[config.mk]
export PLATFORM = sky130hd
export DESIGN_NAME = dafs_top
export DESIGN_NICKNAME = d
export VERILOG_FILES = /design/src/shared/dafs_pkg.sv /design/src/rtl/dafs_top.sv
export SDC_FILE = /design/constraint.sdc
export NUM_CORES = 1
export LEC_CHECK = 0
export CAP_MARGIN = 5
export CORE_MARGIN = 1
export CORE_UTILIZATION = 68
export DETAILED_ROUTE_END_ITERATION = 10
export DONT_BUFFER_PORTS = 1
export PLACE_DENSITY_LB_ADDON = 0.12
export SKIP_CTS_REPAIR_TIMING = 1
export SLEW_MARGIN = 20
export SYNTH_ARGS = -nofsm -noshare
export SYNTH_HDL_FRONTEND = slang
export SYNTH_SLANG_ARGS = --single-unit
[constraint.sdc]
create_clock -name ref_clk -period 2.9 [get_ports ref_clk]
set_clock_uncertainty 0.05 [all_clocks]
set_input_delay 0.145 -clock ref_clk [delete_from_list [all_inputs] [get_ports ref_clk]]
set_output_delay 0.145 -clock ref_clk [all_outputs]
set_load 0.1 [all_outputs]
[src/shared/dafs_pkg.sv]
// Package for the domain access and data fault status block.
package dafs_pkg;

   // ********************************************************************
   // Register selection and widths.
   // ********************************************************************
   localparam int unsigned DOMAINS     = 16;
   localparam int unsigned DOM_W       = 4;
   localparam int unsigned PERM_W      = 2;
   localparam int unsigned REG_W       = 32;
   localparam logic [31:0] DOMPERM_RST = 32'h0000_0000;
   localparam logic [31:0] FAULT_RST   = 32'h0000_0000;

   typedef enum logic [1:0] {
      DAFS_REG_DOMPERM = 2'h0,
      DAFS_REG_FAULT   = 2'h1,
      DAFS_REG_NONE    = 2'h2
   } dafs_reg_sel_t;

   // ********************************************************************
   // Domain permission codes.
   // ********************************************************************
   localparam logic [1:0] PERM_NOACC   = 2'h0;
   localparam logic [1:0] PERM_CLIENT  = 2'h1;
   localparam logic [1:0] PERM_RSVD    = 2'h2;
   localparam logic [1:0] PERM_MANAGER = 2'h3;

   // ********************************************************************
   // Fault record field positions.
   // ********************************************************************
   localparam int unsigned FS_STAT_LO = 0;
   localparam int unsigned FS_STAT_HI = 3;
   localparam int unsigned FS_DOM_LO  = 4;
   localparam int unsigned FS_DOM_HI  = 7;
   localparam int unsigned FS_EXT     = 10;
   localparam int unsigned FS_WNR     = 11;
   localparam int unsigned FS_BUSERR  = 12;
   localparam logic [31:0] FS_WMASK   = 32'h0000_1CFF;
   localparam logic [31:0] FS_IMPMASK = 32'h0000_000F;

   // ********************************************************************
   // Carriers.
   // ********************************************************************
   typedef struct packed {
      logic          valid;
      logic          write;
      dafs_reg_sel_t sel;
      logic          secure;
      logic          priv;
      logic [31:0]   wdata;
   } dafs_reg_req_t;

   typedef struct packed {
      logic             valid;
      logic [DOM_W-1:0] domain;
      logic [1:0]       ap_ok;
      logic             fetch;
      logic             no_execute_attribute;
   } dafs_chk_req_t;

   typedef struct packed {
      logic             valid;
      logic             secure;
      logic             imprecise;
      logic             external;
      logic             bus_error_kind;
      logic             write;
      logic             status_ext;
      logic [3:0]       status;
      logic [DOM_W-1:0] domain;
   } dafs_abort_t;

endpackage

[src/rtl/dafs_top.sv]
// Domain permission register, data fault record and access check.
//
// Contract
// RL1: Sixteen 2-bit domain fields in one register, field n at bits 2n+1:2n.
// RL2: No-access code raises a domain fault on every access.
// RL3: Client code checks the access against TLB permission bits.
// RL4: Reserved code behaves as no access, raising a domain fault.
// RL5: Manager code skips permission check; no permission fault.
// RL6: Manager domain fetch from no-execute page does not abort.
// RL7: Secure and nonsecure copies; accesses reach the current state's copy.
// RL8: User-mode reads or writes raise undefined instruction, no data moved.
// RL9: Lock high blocks secure privileged permission writes with undefined.
// RL10: Each data abort replaces the current state's fault record.
// RL11: Imprecise aborts record only the low four status bits.
// RL12: Bit 12 shows bus error kind for external aborts, else zero.
// RL13: Bit 11 records read or write direction, reset zero.
// RL14: Bit 10 is an extra status bit, reset zero.
// RL15: Bits 7:4 record the faulting domain number.
// RL16: Bits 9:8 read zero and ignore writes.
// RL17: Permission field is chosen by the TLB entry's domain number.
`timescale 1ns/1ps
module dafs_top
   import dafs_pkg::*;
(
   // Clock and reset.
   input  wire logic          ref_clk,
   input  wire logic          rst_n,
   input  wire logic          clk_en,
   // Lock pin from outside the clock domain.
   input  wire logic          secure_register_write_lock,
   // Privileged register access.
   input  wire dafs_reg_req_t reg_req,
   output logic               reg_undef,
   output logic               reg_rvalid,
   output logic [31:0]        reg_rdata,
   // Access check.
   input  wire dafs_chk_req_t chk_req,
   output logic               chk_valid,
   output logic               chk_domain_fault,
   output logic               chk_perm_fault,
   output logic               chk_xn_fault,
   // Data abort capture.
   input  wire dafs_abort_t   abort_in
);

   // ********************************************************************
   // Lock synchroniser.
   // ********************************************************************
   // The lock pin is asynchronous to ref_clk, so two flops settle it before the
   // decode reads it. A write within two cycles of a change still sees the old level.
   logic lock_meta;
   logic lock_sync;

   always_ff @(posedge ref_clk or negedge rst_n) begin
      if (!rst_n) begin
         lock_meta <= 1'b0;
         lock_sync <= 1'b0;
      end else if (clk_en) begin
         lock_meta <= secure_register_write_lock;
         lock_sync <= lock_meta;
      end
   end

   // ********************************************************************
   // Decode helpers.
   // ********************************************************************
   // Field d of a permission copy sits at bits 2d+1:2d.
   function automatic logic [1:0] perm_of(input logic [31:0] r, input logic [DOM_W-1:0] d);
      perm_of = r[{d, 1'b0} +: PERM_W]; // RL1 RL17
   endfunction

   // Register select compare, shared by the write, read and refusal decode.
   function automatic logic sel_is(input dafs_reg_sel_t s, input dafs_reg_sel_t t);
      sel_is = (s == t);
   endfunction

   // ********************************************************************
   // Register access decode.
   // ********************************************************************
   // Every privileged access reaches the copy of its own security state.
   wire logic bank       = reg_req.secure; // RL7
   wire logic is_dom     = sel_is(reg_req.sel, DAFS_REG_DOMPERM);
   wire logic is_fault   = sel_is(reg_req.sel, DAFS_REG_FAULT);
   wire logic is_none    = sel_is(reg_req.sel, DAFS_REG_NONE);
   wire logic priv_req   = reg_req.valid && reg_req.priv;

   // User mode never reaches either register, whatever it selects.
   wire logic user_acc   = reg_req.valid && !reg_req.priv; // RL8

   // The lock guards only secure privileged writes of the permission copy.
   wire logic lock_block = priv_req && reg_req.write && reg_req.secure
                           && lock_sync && is_dom; // RL9
   wire logic unmapped   = priv_req && is_none;
   wire logic acc_ok     = priv_req && !lock_block && !unmapped;
   wire logic wr_dom     = acc_ok && reg_req.write && is_dom;
   wire logic wr_fault   = acc_ok && reg_req.write && is_fault;
   wire logic rd_any     = acc_ok && !reg_req.write;

   // ********************************************************************
   // Abort record build.
   // ********************************************************************
   // An imprecise abort leaves only the status bits meaningful, so every other
   // field is cleared rather than left to hold a guess.
   wire logic             precise    = !abort_in.imprecise; // RL11
   wire logic [3:0]       rec_status = abort_in.status; // RL10
   wire logic [DOM_W-1:0] rec_domain = precise ? abort_in.domain : '0; // RL15
   wire logic             rec_ext    = precise && abort_in.status_ext; // RL14
   wire logic             rec_wnr    = precise && abort_in.write; // RL13
   // The bus error kind only means something for an external abort.
   wire logic             rec_buserr = precise && abort_in.external
                                       && abort_in.bus_error_kind; // RL12
   logic [31:0] abort_word;

   always_comb begin
      abort_word                        = FAULT_RST;
      abort_word[FS_STAT_HI:FS_STAT_LO] = rec_status;
      abort_word[FS_DOM_HI:FS_DOM_LO]   = rec_domain;
      abort_word[FS_EXT]                = rec_ext;
      abort_word[FS_WNR]                = rec_wnr;
      abort_word[FS_BUSERR]             = rec_buserr;
   end

   // ********************************************************************
   // Banked registers.
   // ********************************************************************
   // One copy per security state; index 1 is the secure copy.
   logic [31:0] domperm [2];
   logic [31:0] fault   [2];

   genvar b;
   generate
      for (b = 0; b < 2; b++) begin : g_bank
         wire logic sel_b = (bank == 1'(b));
         wire logic ab_b  = abort_in.valid && (abort_in.secure == 1'(b));

         // Permission copy of this security state.
         always_ff @(posedge ref_clk or negedge rst_n) begin
            if (!rst_n) begin
               domperm[b] <= DOMPERM_RST;
            end else if (clk_en && wr_dom && sel_b) begin
               domperm[b] <= reg_req.wdata; // RL7
            end
         end

         // Hardware abort capture wins over a same-cycle software write, so a
         // fault is never lost to a handler that is clearing the record.
         always_ff @(posedge ref_clk or negedge rst_n) begin
            if (!rst_n) begin
               fault[b] <= FAULT_RST;
            end else if (clk_en) begin
               if (ab_b) begin
                  fault[b] <= abort_word; // RL10
               end else if (wr_fault && sel_b) begin
                  fault[b] <= reg_req.wdata & FS_WMASK; // RL16
               end
            end
         end
      end
   endgenerate

   // ********************************************************************
   // Per-domain permission view.
   // ********************************************************************
   // Both copies laid out field by field, so the check simply indexes them.
   logic [PERM_W-1:0] dom_field [2][DOMAINS];

   genvar n;
   generate
      for (n = 0; n < DOMAINS; n++) begin : g_field
         assign dom_field[0][n] = perm_of(domperm[0], DOM_W'(n)); // RL1
         assign dom_field[1][n] = perm_of(domperm[1], DOM_W'(n)); // RL1
      end
   endgenerate

   // ********************************************************************
   // Read path and undefined answer.
   // ********************************************************************
   // Read data is zero outside a read answer, so a refused request never
   // sees a stale word from an earlier read.
   wire logic [31:0] rd_mux     = is_dom ? domperm[bank] : fault[bank];
   wire logic [31:0] next_rdata = rd_any ? rd_mux : '0; // RL8
   wire logic        next_undef = user_acc || lock_block || unmapped; // RL8 RL9

   always_ff @(posedge ref_clk or negedge rst_n) begin
      if (!rst_n) begin
         reg_rvalid <= 1'b0;
         reg_rdata  <= '0;
         reg_undef  <= 1'b0;
      end else if (clk_en) begin
         reg_rvalid <= rd_any;
         reg_rdata  <= next_rdata;
         reg_undef  <= next_undef;
      end
   end

   // ********************************************************************
   // Access check against the current state's permission copy.
   // ********************************************************************
   // The check reads the copy of the state the core runs in, which the state
   // bit of the abort port carries.
   wire logic [1:0] chk_perm    = dom_field[abort_in.secure][chk_req.domain]; // RL17
   wire logic       is_mgr      = (chk_perm == PERM_MANAGER);
   wire logic       is_client   = (chk_perm == PERM_CLIENT);
   wire logic       dom_f       = (chk_perm == PERM_NOACC) || (chk_perm == PERM_RSVD); // RL2 RL4
   wire logic       ap_denied   = !chk_req.ap_ok[0];
   wire logic       xn_hit      = chk_req.fetch && chk_req.no_execute_attribute;

   // A manager domain skips the entry's permission bits, no-execute included,
   // so neither a permission fault nor a no-execute fault can come from it.
   wire logic       next_dom_f  = chk_req.valid && dom_f; // RL2 RL4
   wire logic       next_perm_f = chk_req.valid && is_client && ap_denied && !is_mgr; // RL3 RL5
   wire logic       next_xn_f   = chk_req.valid && xn_hit && is_client; // RL6

   always_ff @(posedge ref_clk or negedge rst_n) begin
      if (!rst_n) begin
         chk_valid        <= 1'b0;
         chk_domain_fault <= 1'b0;
         chk_perm_fault   <= 1'b0;
         chk_xn_fault     <= 1'b0;
      end else if (clk_en) begin
         chk_valid        <= chk_req.valid;
         chk_domain_fault <= next_dom_f;
         chk_perm_fault   <= next_perm_f;
         chk_xn_fault     <= next_xn_f;
      end
   end

endmodule // dafs_top

==> results of run 1 <==
## cell usage after synthesis, types with 2 or more instances
master,count,area (sq um)
sky130_fd_sc_hd__a211oi_1,2,15.01
sky130_fd_sc_hd__a22oi_1,4,30.03
sky130_fd_sc_hd__o22ai_1,32,200.2
sky130_fd_sc_hd__nand2_1,36,135.1
sky130_fd_sc_hd__o21ai_0,15,75.07
sky130_fd_sc_hd__nor3_1,2,10.01
sky130_fd_sc_hd__o41ai_1,2,17.52
sky130_fd_sc_hd__nor2_1,15,56.30
sky130_fd_sc_hd__a21oi_1,27,135.1
sky130_fd_sc_hd__nor2b_1,3,18.77
sky130_fd_sc_hd__mux4_1,4,105.1
sky130_fd_sc_hd__mux2_2,65,732.0
sky130_fd_sc_hd__buf_2,8,40.04
sky130_fd_sc_hd__nand2b_1,2,12.51
sky130_fd_sc_hd__mux2i_1,45,450.4
sky130_fd_sc_hd__nor3b_1,12,90.09
sky130_fd_sc_hd__dfrtp_1,126,3153
sky130_fd_sc_hd__mux4_2,16,360.4
sky130_fd_sc_hd__nand4_1,2,12.51
sky130_fd_sc_hd__inv_1,49,183.9
sky130_fd_sc_hd__clkbuf_1,21,78.83
sky130_fd_sc_hd__nand3_1,4,20.02
sky130_fd_sc_hd__buf_1,2,7.510
## worst max-delay path, delay by kind of cell (launching register included)
family | cells | cell delay, ps
muxes | 2 | 1060
buffers and inverters | 1 | 590
DFF | 1 | 390
AOI/OAI and AO/OA | 1 | 280
and+or+nand+nor | 2 | 150
## metal layers
layer / part of all wire [%] / up-vias
li1: - / 1912
met1: 41 / 2217
met2: 49 / 204
met3: 6.9 / 31
met4: 2.4 / 0
met5: 0 / -
## cell type report
| type | instances | area [sq um] |
|---|---|---|
| flip-flops and latches | 126 | 3153 |
| multi-input cells | 299 | 2571 |
| fillers | 469 | 1388 |
| repair buffers | 62 | 628.1 |
| clock buffers | 18 | 427.9 |
| clock inverters | 14 | 191.4 |
| inverters | 49 | 183.9 |
| well taps | 108 | 135.1 |
## stage by stage
step / setup WS [ps] / std cells / power [mW] / hold WS [ps]
final: 291.1 / 676 / 4.927 / -734.8
after global routing: 165.7 / 676 / 5.079 / -749.3
after CTS: 725.4 / 619 / 4.808 / -742.7
after detailed placement: 602.8 / 587 / 2.617 / -197.8
after global placement: 616.7 / 587 / 2.588 / -197.5
after floorplan: 1079 / 507 / 2.538 / -200.6
## state kept, by name, summed over array words and instances, names as in the netlist
register and cells:
chk_valid 1, reg_undef 1, lock_meta 1, reg_rdata 32
fault 22, dom_field 64, chk_perm_fault 1, reg_rvalid 1
lock_sync 1, chk_xn_fault 1, chk_domain_fault 1
## kinds of logic (layout without fill, tap and decap cells)
group / count (synthesis) / after routing / share of synthesized area, %
simple gates: 80 / 80 / 6.364
compound gates: 88 / 88 / 8.616
flops: 126 / 126 / 52.07
mux: 131 / 131 / 27.40
buf+inv: 82 / 143 / 5.558
## power groups by stage
stage                     Clock, mW  Sequential [mW]  Combinational [mW]
after floorplan                   0             2.14               0.397
after global placement            0             2.17               0.422
after detailed placement          0             2.18               0.436
after CTS                      2.21             2.15               0.443
after global routing           2.30             2.18               0.601
final                          2.21             2.16               0.556
## path summary, 6_finish.rpt
kind	end	slack, ps	start	cells after the start
worst max-delay path	chk_xn_fault	290	dom_field[7]	6
worst min-delay path	reg_rdata[6]	-730	rst_n	0
worst max register to register	chk_xn_fault	290	dom_field[7]	6
worst min register to register	fault[34]	440	fault[34]	2
max in group asynchronous	dom_field[55]	3280	rst_n	0
min in group ref_clk	fault[7]	-40	abort_in[3]	3
==> Flow_metrics.wiki, run 1 <==
{| class="wikitable"
! Metric !! Value
|-
| Status || finished, violations left
|-
| Failing checks || hold timing
|-
| Total Negative Setup Slacks || 0 ps
|-
| Area growth, synth to finish || 20.39%
|-
| Fraction of layout instances using a drive strength above 1 || 21.65%
|-
| Initial core utilization || 69.78%
|-
| Setup repair after global routing missed its margin || no
|-
| Wire length reported by the detailed router || 15110 um
|-
| Total internal power || 3.672 mW
|-
| Met1 demand-to-capacity share in global routing || 42.29%
|-
| Final instance area || 0.007291 sq mm
|-
| Number of vias per cell || 6.456
|-
| Class of the tightest hold or removal check || primary input to async pin
|-
| Biggest cell delay along the critical path || 590 ps
|-
| Count of H-tree levels built during CTS || 4
|-
| Top achievable clock speed || 0.3833 GHz
|-
| CORE AREA || 0.008678 sq mm
|-
| Max Cap Violations || 0
|-
| Syn_area_per_cell || 11.94 sq um
|-
| Area after detailed placement || 0.006081 sq mm
|-
| Ant. Diodes || 0
|-
| I/O Buffers || 0
|-
| Number of nets in the synthesized netlist || 573
|-
| Sequential-to-total area share from yosys stat || 52.07%
|-
| Data required time at the worst endpoint || 3300 ps
|-
| Clock latency on the worst-skew pair || 520 ps
|-
| Number of sinks on the clock net || 126
|-
| I/O pin count || 104
|-
| Vias in the first global route || 4014
|-
| Routability congestion estimate from global placement || 0.8131
|-
| Most common cell after layout, fill and taps aside || sky130_fd_sc_hd__dfrtp_1
|-
| Y dimension of the die || 96.37 um
|-
| Netlist area before placement || 0.006056 sq mm
|-
| Worst max-slew margin expressed relative to the limit || 31.03%
|-
| Async set-reset flop share out of synthesis || 100.0%
|-
| Cell chosen for the clock root || sky130_fd_sc_hd__clkbuf_8
|-
| Share of power burned in registers || 43.9%
|-
| Final-report setup violation count || 0
|-
| DRC viols || 0
|-
| Pwr dens || 675.7 mW/mm^2
|-
| Number of optimization iterations in the first detailed-route pass || 4
|-
| Critical path peak fanout || 3
|-
| Slowest stage cell on the critical path || sky130_fd_sc_hd__dlygate4sd3_1
|-
| Cell row count || 34
|-
| Switching Fraction || 25.47%
|-
| Sort of element at the start of the critical path || flip-flop
|-
| Busiest layer in global routing || met2
|-
| Core utilization of the finished layout || 84.01%
|-
| Fraction of met3 tracks used by global routing || 9.233%
|-
| Clock network power share || 44.8%
|-
| Detailed router's first-iteration violation count || 265
|-
| Slew Limit Fails || 0
|-
| Final-stage net count || 621
|-
| Die ar. || 0.009287 sq mm
|-
| Number of endpoints with negative hold slack in the final report || 131
|-
| Global-route usage over all layers || 30.68%
|-
| Period utilisation layout || 89.96%
|-
| Routed Antenna Nets || 0
|-
| Commonest cells after routing, fill and taps aside || sky130_fd_sc_hd__dfrtp_1 (126), sky130_fd_sc_hd__mux2_2 (65), sky130_fd_sc_hd__dlygate4sd3_1 (55)
|-
| Chip width || 96.37 um
|-
| Clock Path Buffers || 2
|-
| Routed wirelength normalized by instance count || 22.36 um
|-
| Clock buffers created by TritonCTS || 17
|-
| CP cell instances || mux4_1 > nand2_1 > nand2_1 > mux4_2 > o32ai_1 > dlygate4sd3_1
|-
| Tmin final || 2609 ps
|-
| Via count || 4364
|-
| EDFF count, synth || 0
|-
| Number of synthesized register bits || 126
|-
| Cells after Synth || 507
|-
| Leakage Power || 3.360 nW
|-
| Antenna violations before repair || 0
|-
| Clock edge transition at the registers on the reported setup and hold paths || 60 ps
|-
| Most frequent cell on the critical path || sky130_fd_sc_hd__nand2_1
|-
| Critical path class || flip-flop to flip-flop
|-
| Arrival time of data at the critical path endpoint || 3010 ps
|-
| Wire length of the first global-routing pass || 20500 um
|-
| Proportion of power drawn by combinational gates || 11.3%
|-
| Maximum number of pins on one net before global-route repair || 127
|-
| Netlist cell types || 36
|-
| CTS tree || built
|-
| Slew at the pin with the worst max-slew slack || 1035 ps
|-
| GRT overflow || 0
|-
| Hold WS || -734.8 ps
|-
| Worst IR Drop VDD || 0.4491 mV
|-
| Most used flip-flop cell after synthesis || sky130_fd_sc_hd__dfrtp_1
|-
| Total number of yosys warnings || 0
|-
| Met2 usage || 46.39%
|-
| Post-DP HPWL || 8344 um
|-
| Critical Path End Type || flip-flop
|-
| Switching power || 1.255 mW
|}
(Power assumes the default switching activity.)
==> run 2: changes to the inputs <==
--- a/config.mk
+++ b/config.mk
@@ -5,9 +5,10 @@
 export SDC_FILE = /design/constraint.sdc
 export NUM_CORES = 1
 export LEC_CHECK = 0
+export ABC_AREA = 1
 export CAP_MARGIN = 5
 export CORE_MARGIN = 1
-export CORE_UTILIZATION = 68
+export CORE_UTILIZATION = 69
 export DETAILED_ROUTE_END_ITERATION = 10
 export DONT_BUFFER_PORTS = 1
 export PLACE_DENSITY_LB_ADDON = 0.12
==> Flow_metrics.wiki, run 2 <==
{| class="wikitable"
! Metric !! Value
|-
| Status || finished, violations left
|-
| Failing checks || hold timing
|-
| Area after detailed placement || 0.006255 sq mm
|-
| Core utilization of the finished layout || 87.05%
|-
| Detailed router's first-iteration violation count || 858
|-
| Tmin final || 2798 ps
|-
| Biggest cell delay along the critical path || 560 ps
|-
| Top achievable clock speed || 0.3574 GHz
|-
| DRC viols || 0
|-
| Critical Path End Type || flip-flop
|-
| Cell row count || 34
|-
| Synth area leader || sky130_fd_sc_hd__dfrtp_1
|-
| Routed wirelength normalized by instance count || 18.61 um
|-
| Cells after Synth || 864
|-
| Slew at the pin with the worst max-slew slack || 985.0 ps
|-
| Flip-flop count of the largest register, all copies and words added || 64
|-
| Clock network power share || 42.9%
|-
| Proportion of power drawn by combinational gates || 12.8%
|-
| Post-DP HPWL || 9914 um
|-
| Area used by multi-input combinational logic || 0.002734 sq mm
|-
| Critical path class || flip-flop to flip-flop
|-
| Number of sinks on the clock net || 126
|-
| Most common cell after layout, fill and taps aside || sky130_fd_sc_hd__nand2_1
|-
| Number of endpoints with negative hold slack in the final report || 131
|-
| Syn_area_per_cell || 7.289 sq um
|-
| I/O pin count || 104
|-
| Antenna violations before repair || 0
|-
| Arrival time of data at the critical path endpoint || 3220 ps
|-
| Number of vias per cell || 6.394
|-
| Chip width || 97.53 um
|-
| Sequential cell area || 0.003153 sq mm
|-
| Max Cap Violations || 0
|-
| Critical path peak fanout || 27
|-
| Slowest stage cell on the critical path || sky130_fd_sc_hd__dlygate4sd3_1
|-
| Switching Fraction || 28.42%
|-
| Final Non-Filler Cells || 1037
|-
| Share of the synthesized area in the top cell type || 50.07%
|-
| Routability congestion estimate from global placement || 0.8308
|-
| Count of H-tree levels built during CTS || 4
|-
| Clock edge transition at the registers on the reported setup and hold paths || 60 ps
|-
| Final-stage net count || 984
|-
| Worst max-slew margin expressed relative to the limit || 34.10%
|-
| Number of nets in the synthesized netlist || 930
|-
| Biggest area contributors in the synthesized netlist || sky130_fd_sc_hd__dfrtp_1 (50%), sky130_fd_sc_hd__nand2_1 (21%), sky130_fd_sc_hd__nand3_1 (8.3%)
|-
| Netlist cell types || 22
|-
| Area growth, synth to finish || 21.14%
|-
| Sum of buffers and inverters on the critical path || 4
|-
| Netlist area before placement || 0.006297 sq mm
|-
| Class of the tightest hold or removal check || primary input to async pin
|-
| Final instance area || 0.007629 sq mm
|-
| Cell chosen for the clock root || sky130_fd_sc_hd__clkbuf_8
|-
| Total internal power || 3.470 mW
|-
| Via count || 6631
|-
| Slew Limit Fails || 0
|-
| Most frequent cell on the critical path || sky130_fd_sc_hd__nand2_1
|-
| EDFF count, synth || 0
|-
| CP top delay family || buffers and inverters
|-
| Hold WS || -750.8 ps
|-
| Share of power burned in registers || 44.2%
|-
| Total number of yosys warnings || 0
|-
| Worst IR Drop VDD || 0.4563 mV
|-
| Most numerous cell in the Yosys netlist || sky130_fd_sc_hd__nand2_1
|-
| Wire length of the first global-routing pass || 26430 um
|-
| Maximum number of pins on one net before global-route repair || 127
|-
| Most used flip-flop cell after synthesis || sky130_fd_sc_hd__dfrtp_1
|-
| Data required time at the worst endpoint || 3320 ps
|-
| Number of optimization iterations in the first detailed-route pass || 6
|-
| Sequential-to-total area share from yosys stat || 50.07%
|-
| Commonest cells after routing, fill and taps aside || sky130_fd_sc_hd__nand2_1 (345), sky130_fd_sc_hd__dfrtp_1 (126), sky130_fd_sc_hd__nand3_1 (105)
|-
| Cell Count Post-Placement || 928
|-
| Ant. Diodes || 0
|-
| Clock Path Buffers || 2
|-
| CORE AREA || 0.008763 sq mm
|-
| Sort of element at the start of the critical path || flip-flop
|-
| Switching power || 1.378 mW
|-
| Wire length reported by the detailed router || 19300 um
|-
| Period utilisation layout || 96.49%
|-
| Clock buffers created by TritonCTS || 17
|-
| GRT overflow || 0
|-
| Global-route usage over all layers || 35.22%
|-
| Final-report setup violation count || 0
|-
| Clock latency on the worst-skew pair || 540 ps
|-
| I/O Buffers || 0
|-
| Routed Antenna Nets || 0
|-
| Leakage Power || 3.881 nW
|-
| Async set-reset flop share out of synthesis || 100.0%
|-
| Pwr dens || 635.5 mW/mm^2
|-
| Die ar. || 0.009512 sq mm
|-
| CP cell instances || inv_1 > nor3_1 > nand3_1 > nand2_1 > nor3_4 > buf_4 > nand2_1 > buf_4 > nand2_1 > nand2_1 > dlygate4sd3_1
|-
| # fillers || 499
|-
| Fraction of layout instances using a drive strength above 1 || 4.736%
|-
| Synth cell count leaders || sky130_fd_sc_hd__nand2_1 (345), sky130_fd_sc_hd__dfrtp_1 (126), sky130_fd_sc_hd__nand3_1 (105)
|-
| Number of synthesized register bits || 126
|-
| Vias in the first global route || 5505
|-
| CTS tree || built
|-
| Y dimension of the die || 97.53 um
|-
| Initial core utilization || 71.86%
|}
## run 2: cell types whose count changed after synthesis, moves of 12 or more
cell,change
sky130_fd_sc_hd__buf_2,+13
sky130_fd_sc_hd__mux4_2,-16
sky130_fd_sc_hd__nand2_1,+309
sky130_fd_sc_hd__nor2_1,+56
sky130_fd_sc_hd__mux2_2,-65
sky130_fd_sc_hd__nor3b_1,-12
sky130_fd_sc_hd__a31oi_1,+18
sky130_fd_sc_hd__mux2i_1,-45
sky130_fd_sc_hd__o21ai_0,+44
sky130_fd_sc_hd__nand3_1,+101
sky130_fd_sc_hd__o22ai_1,-26
## run 2: through the flow
step | hold WS (ps) | setup WS (ps) | setup TNS, ps | power [mW]
6_report | -750.8 | 101.8 | 0 | 4.848
5_1_grt | -747.6 | -46.84 | -46.84 | 4.969
4_1_cts | -743.0 | 713.7 | 0 | 4.631
3_5_place_dp | -198.1 | 751.1 | 0 | 2.602
3_3_place_gp | -198.0 | 829.3 | 0 | 2.573
2_1_floorplan | -200.6 | 1475 | 0 | 2.513
## run 2: cells by family (layout without fill, tap and decap cells)
group / Yosys count / after routing / share of synthesized area, %
AO/OA/AOI/OAI: 114 / 114 / 9.557
buffers and inverters: 98 / 163 / 6.616
flip-flops: 126 / 126 / 50.07
AND/OR/NAND/NOR: 526 / 526 / 33.76
## run 2: final cells by class
type	count	area share, %
Sequential cell	126	41.33
Multi-Input combinational cell	640	35.84
Timing Repair Buffer	87	11.38
Clock buffer	18	5.478
Inverter	46	2.263
Clock inverter	12	1.935
Tap cell	108	1.771
## run 2: path summary, 6_finish.rpt
kind | start | to | slack (ps) | depth (start not counted)
setup / recovery | lock_sync | dom_field[2] | 100 | 11
hold / removal | rst_n | reg_rdata[10] | -750 | 0
setup reg to reg | lock_sync | dom_field[2] | 100 | 11
hold reg to reg | reg_rdata[4] | reg_rdata[4] | 440 | 2
max in group asynchronous | rst_n | dom_field[32] | 3410 | 0
min in group ref_clk | reg_req[33] | reg_rdata[3] | -70 | 4
## run 2: power groups by stage
stage | Clock [mW] | Combinational, mW | Sequential, mW
2_1_floorplan | 0 | 0.374 | 2.14
3_5_place_dp | 0 | 0.440 | 2.16
3_3_place_gp | 0 | 0.421 | 2.15
4_1_cts | 2.05 | 0.451 | 2.13
6_report | 2.08 | 0.622 | 2.14
5_1_grt | 2.13 | 0.682 | 2.16
## run 2: worst register-to-register path, cell delays in order, from the launching register on
cell,delay (ps)
sky130_fd_sc_hd__dfrtp_1,330
sky130_fd_sc_hd__inv_1,60
sky130_fd_sc_hd__nor3_1,140
sky130_fd_sc_hd__nand3_1,130
sky130_fd_sc_hd__nand2_1,170
sky130_fd_sc_hd__nor3_4,50
sky130_fd_sc_hd__buf_4,200
sky130_fd_sc_hd__nand2_1,430
sky130_fd_sc_hd__buf_4,410
sky130_fd_sc_hd__nand2_1,130
sky130_fd_sc_hd__nand2_1,90
sky130_fd_sc_hd__dlygate4sd3_1,560
## run 2: routing by layer
| metal | part of all wire [%] | global-route usage, % | vias to the layer above |
|---|---|---|---|
| li1 | - | - | 2893 |
| met4 | 4.5 | 14.14 | 0 |
| met3 | 12 | 8.273 | 121 |
| met5 | 0 | 0 | - |
| met2 | 47 | 55.24 | 567 |
| met1 | 36 | 47.60 | 3050 |
==> run 3: changes to the inputs <==
--- a/config.mk
+++ b/config.mk
@@ -7,6 +7,7 @@
 export LEC_CHECK = 0
 export ABC_AREA = 1
 export CAP_MARGIN = 5
+export CORE_ASPECT_RATIO = 0.7
 export CORE_MARGIN = 1
 export CORE_UTILIZATION = 69
 export DETAILED_ROUTE_END_ITERATION = 10
==> Flow_metrics.wiki, run 3 (synthesized netlist as in run 2, its figures left out) <==
{| class="wikitable"
! Metric !! Value
|-
| Critical Path End Type || flip-flop
|-
| Launch instance of the worst register-to-register path || lock_sync
|-
| Area used by multi-input combinational logic || 0.002734 sq mm
|-
| Logic depth of the worst register-to-register path || 9
|-
| Initial core utilization || 72.77%
|-
| Most common cell after layout, fill and taps aside || sky130_fd_sc_hd__nand2_1
|-
| Critical path peak fanout || 20
|-
| Vias in the first global route || 5482
|-
| Pwr dens || 658.2 mW/mm^2
|-
| Class of the tightest hold or removal check || primary input to async pin
|-
| Clock buffers created by TritonCTS || 17
|-
| Antenna violations before repair || 0
|-
| Clock Path Buffers || 2
|-
| Clock latency on the worst-skew pair || 420 ps
|-
| Sequential cell area || 0.003153 sq mm
|-
| Fraction of layout instances using a drive strength above 1 || 5.946%
|-
| Maximum number of pins on one net before global-route repair || 127
|-
| Total Negative Setup Slacks || 0 ps
|-
| Critical path class || primary input to flip-flop
|-
| Cell row count || 28
|-
| Area growth, synth to finish || 20.90%
|-
| Leakage Power || 3.912 nW
|-
| # fillers || 471
|-
| Chip width || 116.2 um
|-
| CTS tree || built
|-
| Y dimension of the die || 81.93 um
|-
| Power consumption || 5.011 mW
|-
| Final-stage net count || 979
|-
| Startpoint of the most critical setup path || clk_en
|-
| Setup repair after global routing missed its margin || no
|-
| Worst max-slew margin expressed relative to the limit || 38.37%
|-
| GRT overflow || 0
|-
| I/O pin count || 104
|-
| Hold WS || -632.1 ps
|-
| Via count || 6546
|-
| Routability congestion estimate from global placement || 0.8332
|-
| FF-to-FF setup slack || 650 ps
|-
| Final-report setup violation count || 0
|-
| Status || finished, violations left
|-
| Period utilisation layout || 84.70%
|-
| Tmin final || 2456 ps
|-
| Count of H-tree levels built during CTS || 4
|-
| Routed Antenna Nets || 0
|-
| Flip-flop count of the largest register, all copies and words added || 64
|-
| I/O Buffers || 0
|-
| Sort of element at the start of the critical path || primary input
|-
| Number of vias per cell || 6.264
|-
| Ant. Diodes || 0
|-
| Routed wirelength normalized by instance count || 18.47 um
|-
| Top achievable clock speed || 0.4071 GHz
|-
| Worst flop-to-flop path endpoint || dom_field[6]
|-
| CORE AREA || 0.008653 sq mm
|-
| DRC viols || 0
|-
| Global-route usage over all layers || 38.20%
|-
| Data required time at the worst endpoint || 3200 ps
|-
| Clock edge transition at the registers on the reported setup and hold paths || 50 ps
|-
| Number of sinks on the clock net || 126
|-
| Failing checks || hold timing
|-
| Number of optimization iterations in the first detailed-route pass || 6
|-
| Wire length reported by the detailed router || 19300 um
|-
| Wire length of the first global-routing pass || 26830 um
|-
| Detailed router's first-iteration violation count || 995
|-
| Die ar. || 0.009519 sq mm
|-
| Worst IR Drop VDD || 0.5900 mV
|-
| Cell chosen for the clock root || sky130_fd_sc_hd__clkbuf_16
|-
| Slew at the pin with the worst max-slew slack || 924.4 ps
|-
| Arrival time of data at the critical path endpoint || 2750 ps
|-
| Commonest cells after routing, fill and taps aside || sky130_fd_sc_hd__nand2_1 (345), sky130_fd_sc_hd__dfrtp_1 (126), sky130_fd_sc_hd__nand3_1 (105)
|-
| Post-DP HPWL || 10260 um
|-
| Number of endpoints with negative hold slack in the final report || 128
|-
| Max Cap Violations || 0
|-
| Slew Limit Fails || 0
|-
| Last element of the critical path || fault[43]
|}
run 3: changes by cell type in the layout (fill, tap and decap cells not counted), sizes merged:
cell,previous run,this run
buf,9,22
dlygate4sd3,78,60
clkinvlp,2,0
clkbuf,18,25
clkinv,9,4
bufinv,3,4
run 3: through the flow:
stage	cells	utilization, %	setup slack [ps]	area (sq um)
finish	1045	87.98	443.7	7614
global route	1045	87.98	465.4	7614
CTS	984	80.81	933.3	6993
detailed placement	953	73.58	944.6	6367
global placement	953	73.58	1021	6367
floorplan	864	-	1475	6297
run 3: critical path: stages:
cell and delay, ps:
sky130_fd_sc_hd__dlygate4sd3_1 1020, sky130_fd_sc_hd__nand2_1 270, sky130_fd_sc_hd__inv_2 340, sky130_fd_sc_hd__nor2_1 90, sky130_fd_sc_hd__a31oi_1 250, sky130_fd_sc_hd__dlygate4sd3_1 630
run 3: routing by layer:
metal  track usage (%)  vias to the layer above  part of all wire, %
li1                  -                     2874                    -
met1             51.04                     3029                   38
met2             60.24                      542                   46
met3             11.66                      101                   13
met4             12.31                        0                  3.6
met5                 0                        -                    0
run 3: how the worst min path moves through the flow:
stage          startpoint          endpoint  slack, ps  cells past startpoint
6_report            rst_n     reg_rdata[11]       -630                      0
5_1_grt             rst_n         fault[33]       -640                      0
4_1_cts             rst_n      reg_rdata[2]       -630                      0
3_5_place_dp        rst_n      reg_rdata[2]       -200                      0
3_3_place_gp        rst_n      reg_rdata[2]       -200                      0
2_1_floorplan       rst_n  chk_domain_fault       -200                      0
run 3: layout make-up:
cell class | instances | share of cell area, %
flip-flops and latches | 126 | 41.41
well taps | 120 | 1.972
inverters | 46 | 2.268
repair buffers | 82 | 10.22
multi-input cells | 640 | 35.91
clock buffers | 25 | 6.508
clock inverters | 6 | 1.709
run 3: power by group:
| part | switching, mW | internal (mW) | total [mW] | leakage, nW |
|---|---|---|---|---|
| Combinational | 0.399 | 0.231 | 0.630 | 2.04 |
| Sequential | 0.180 | 1.93 | 2.11 | 1.56 |
| Clock | 0.747 | 1.52 | 2.27 | 0.307 |
| Total | 1.33 | 3.69 | 5.01 | 3.91 |
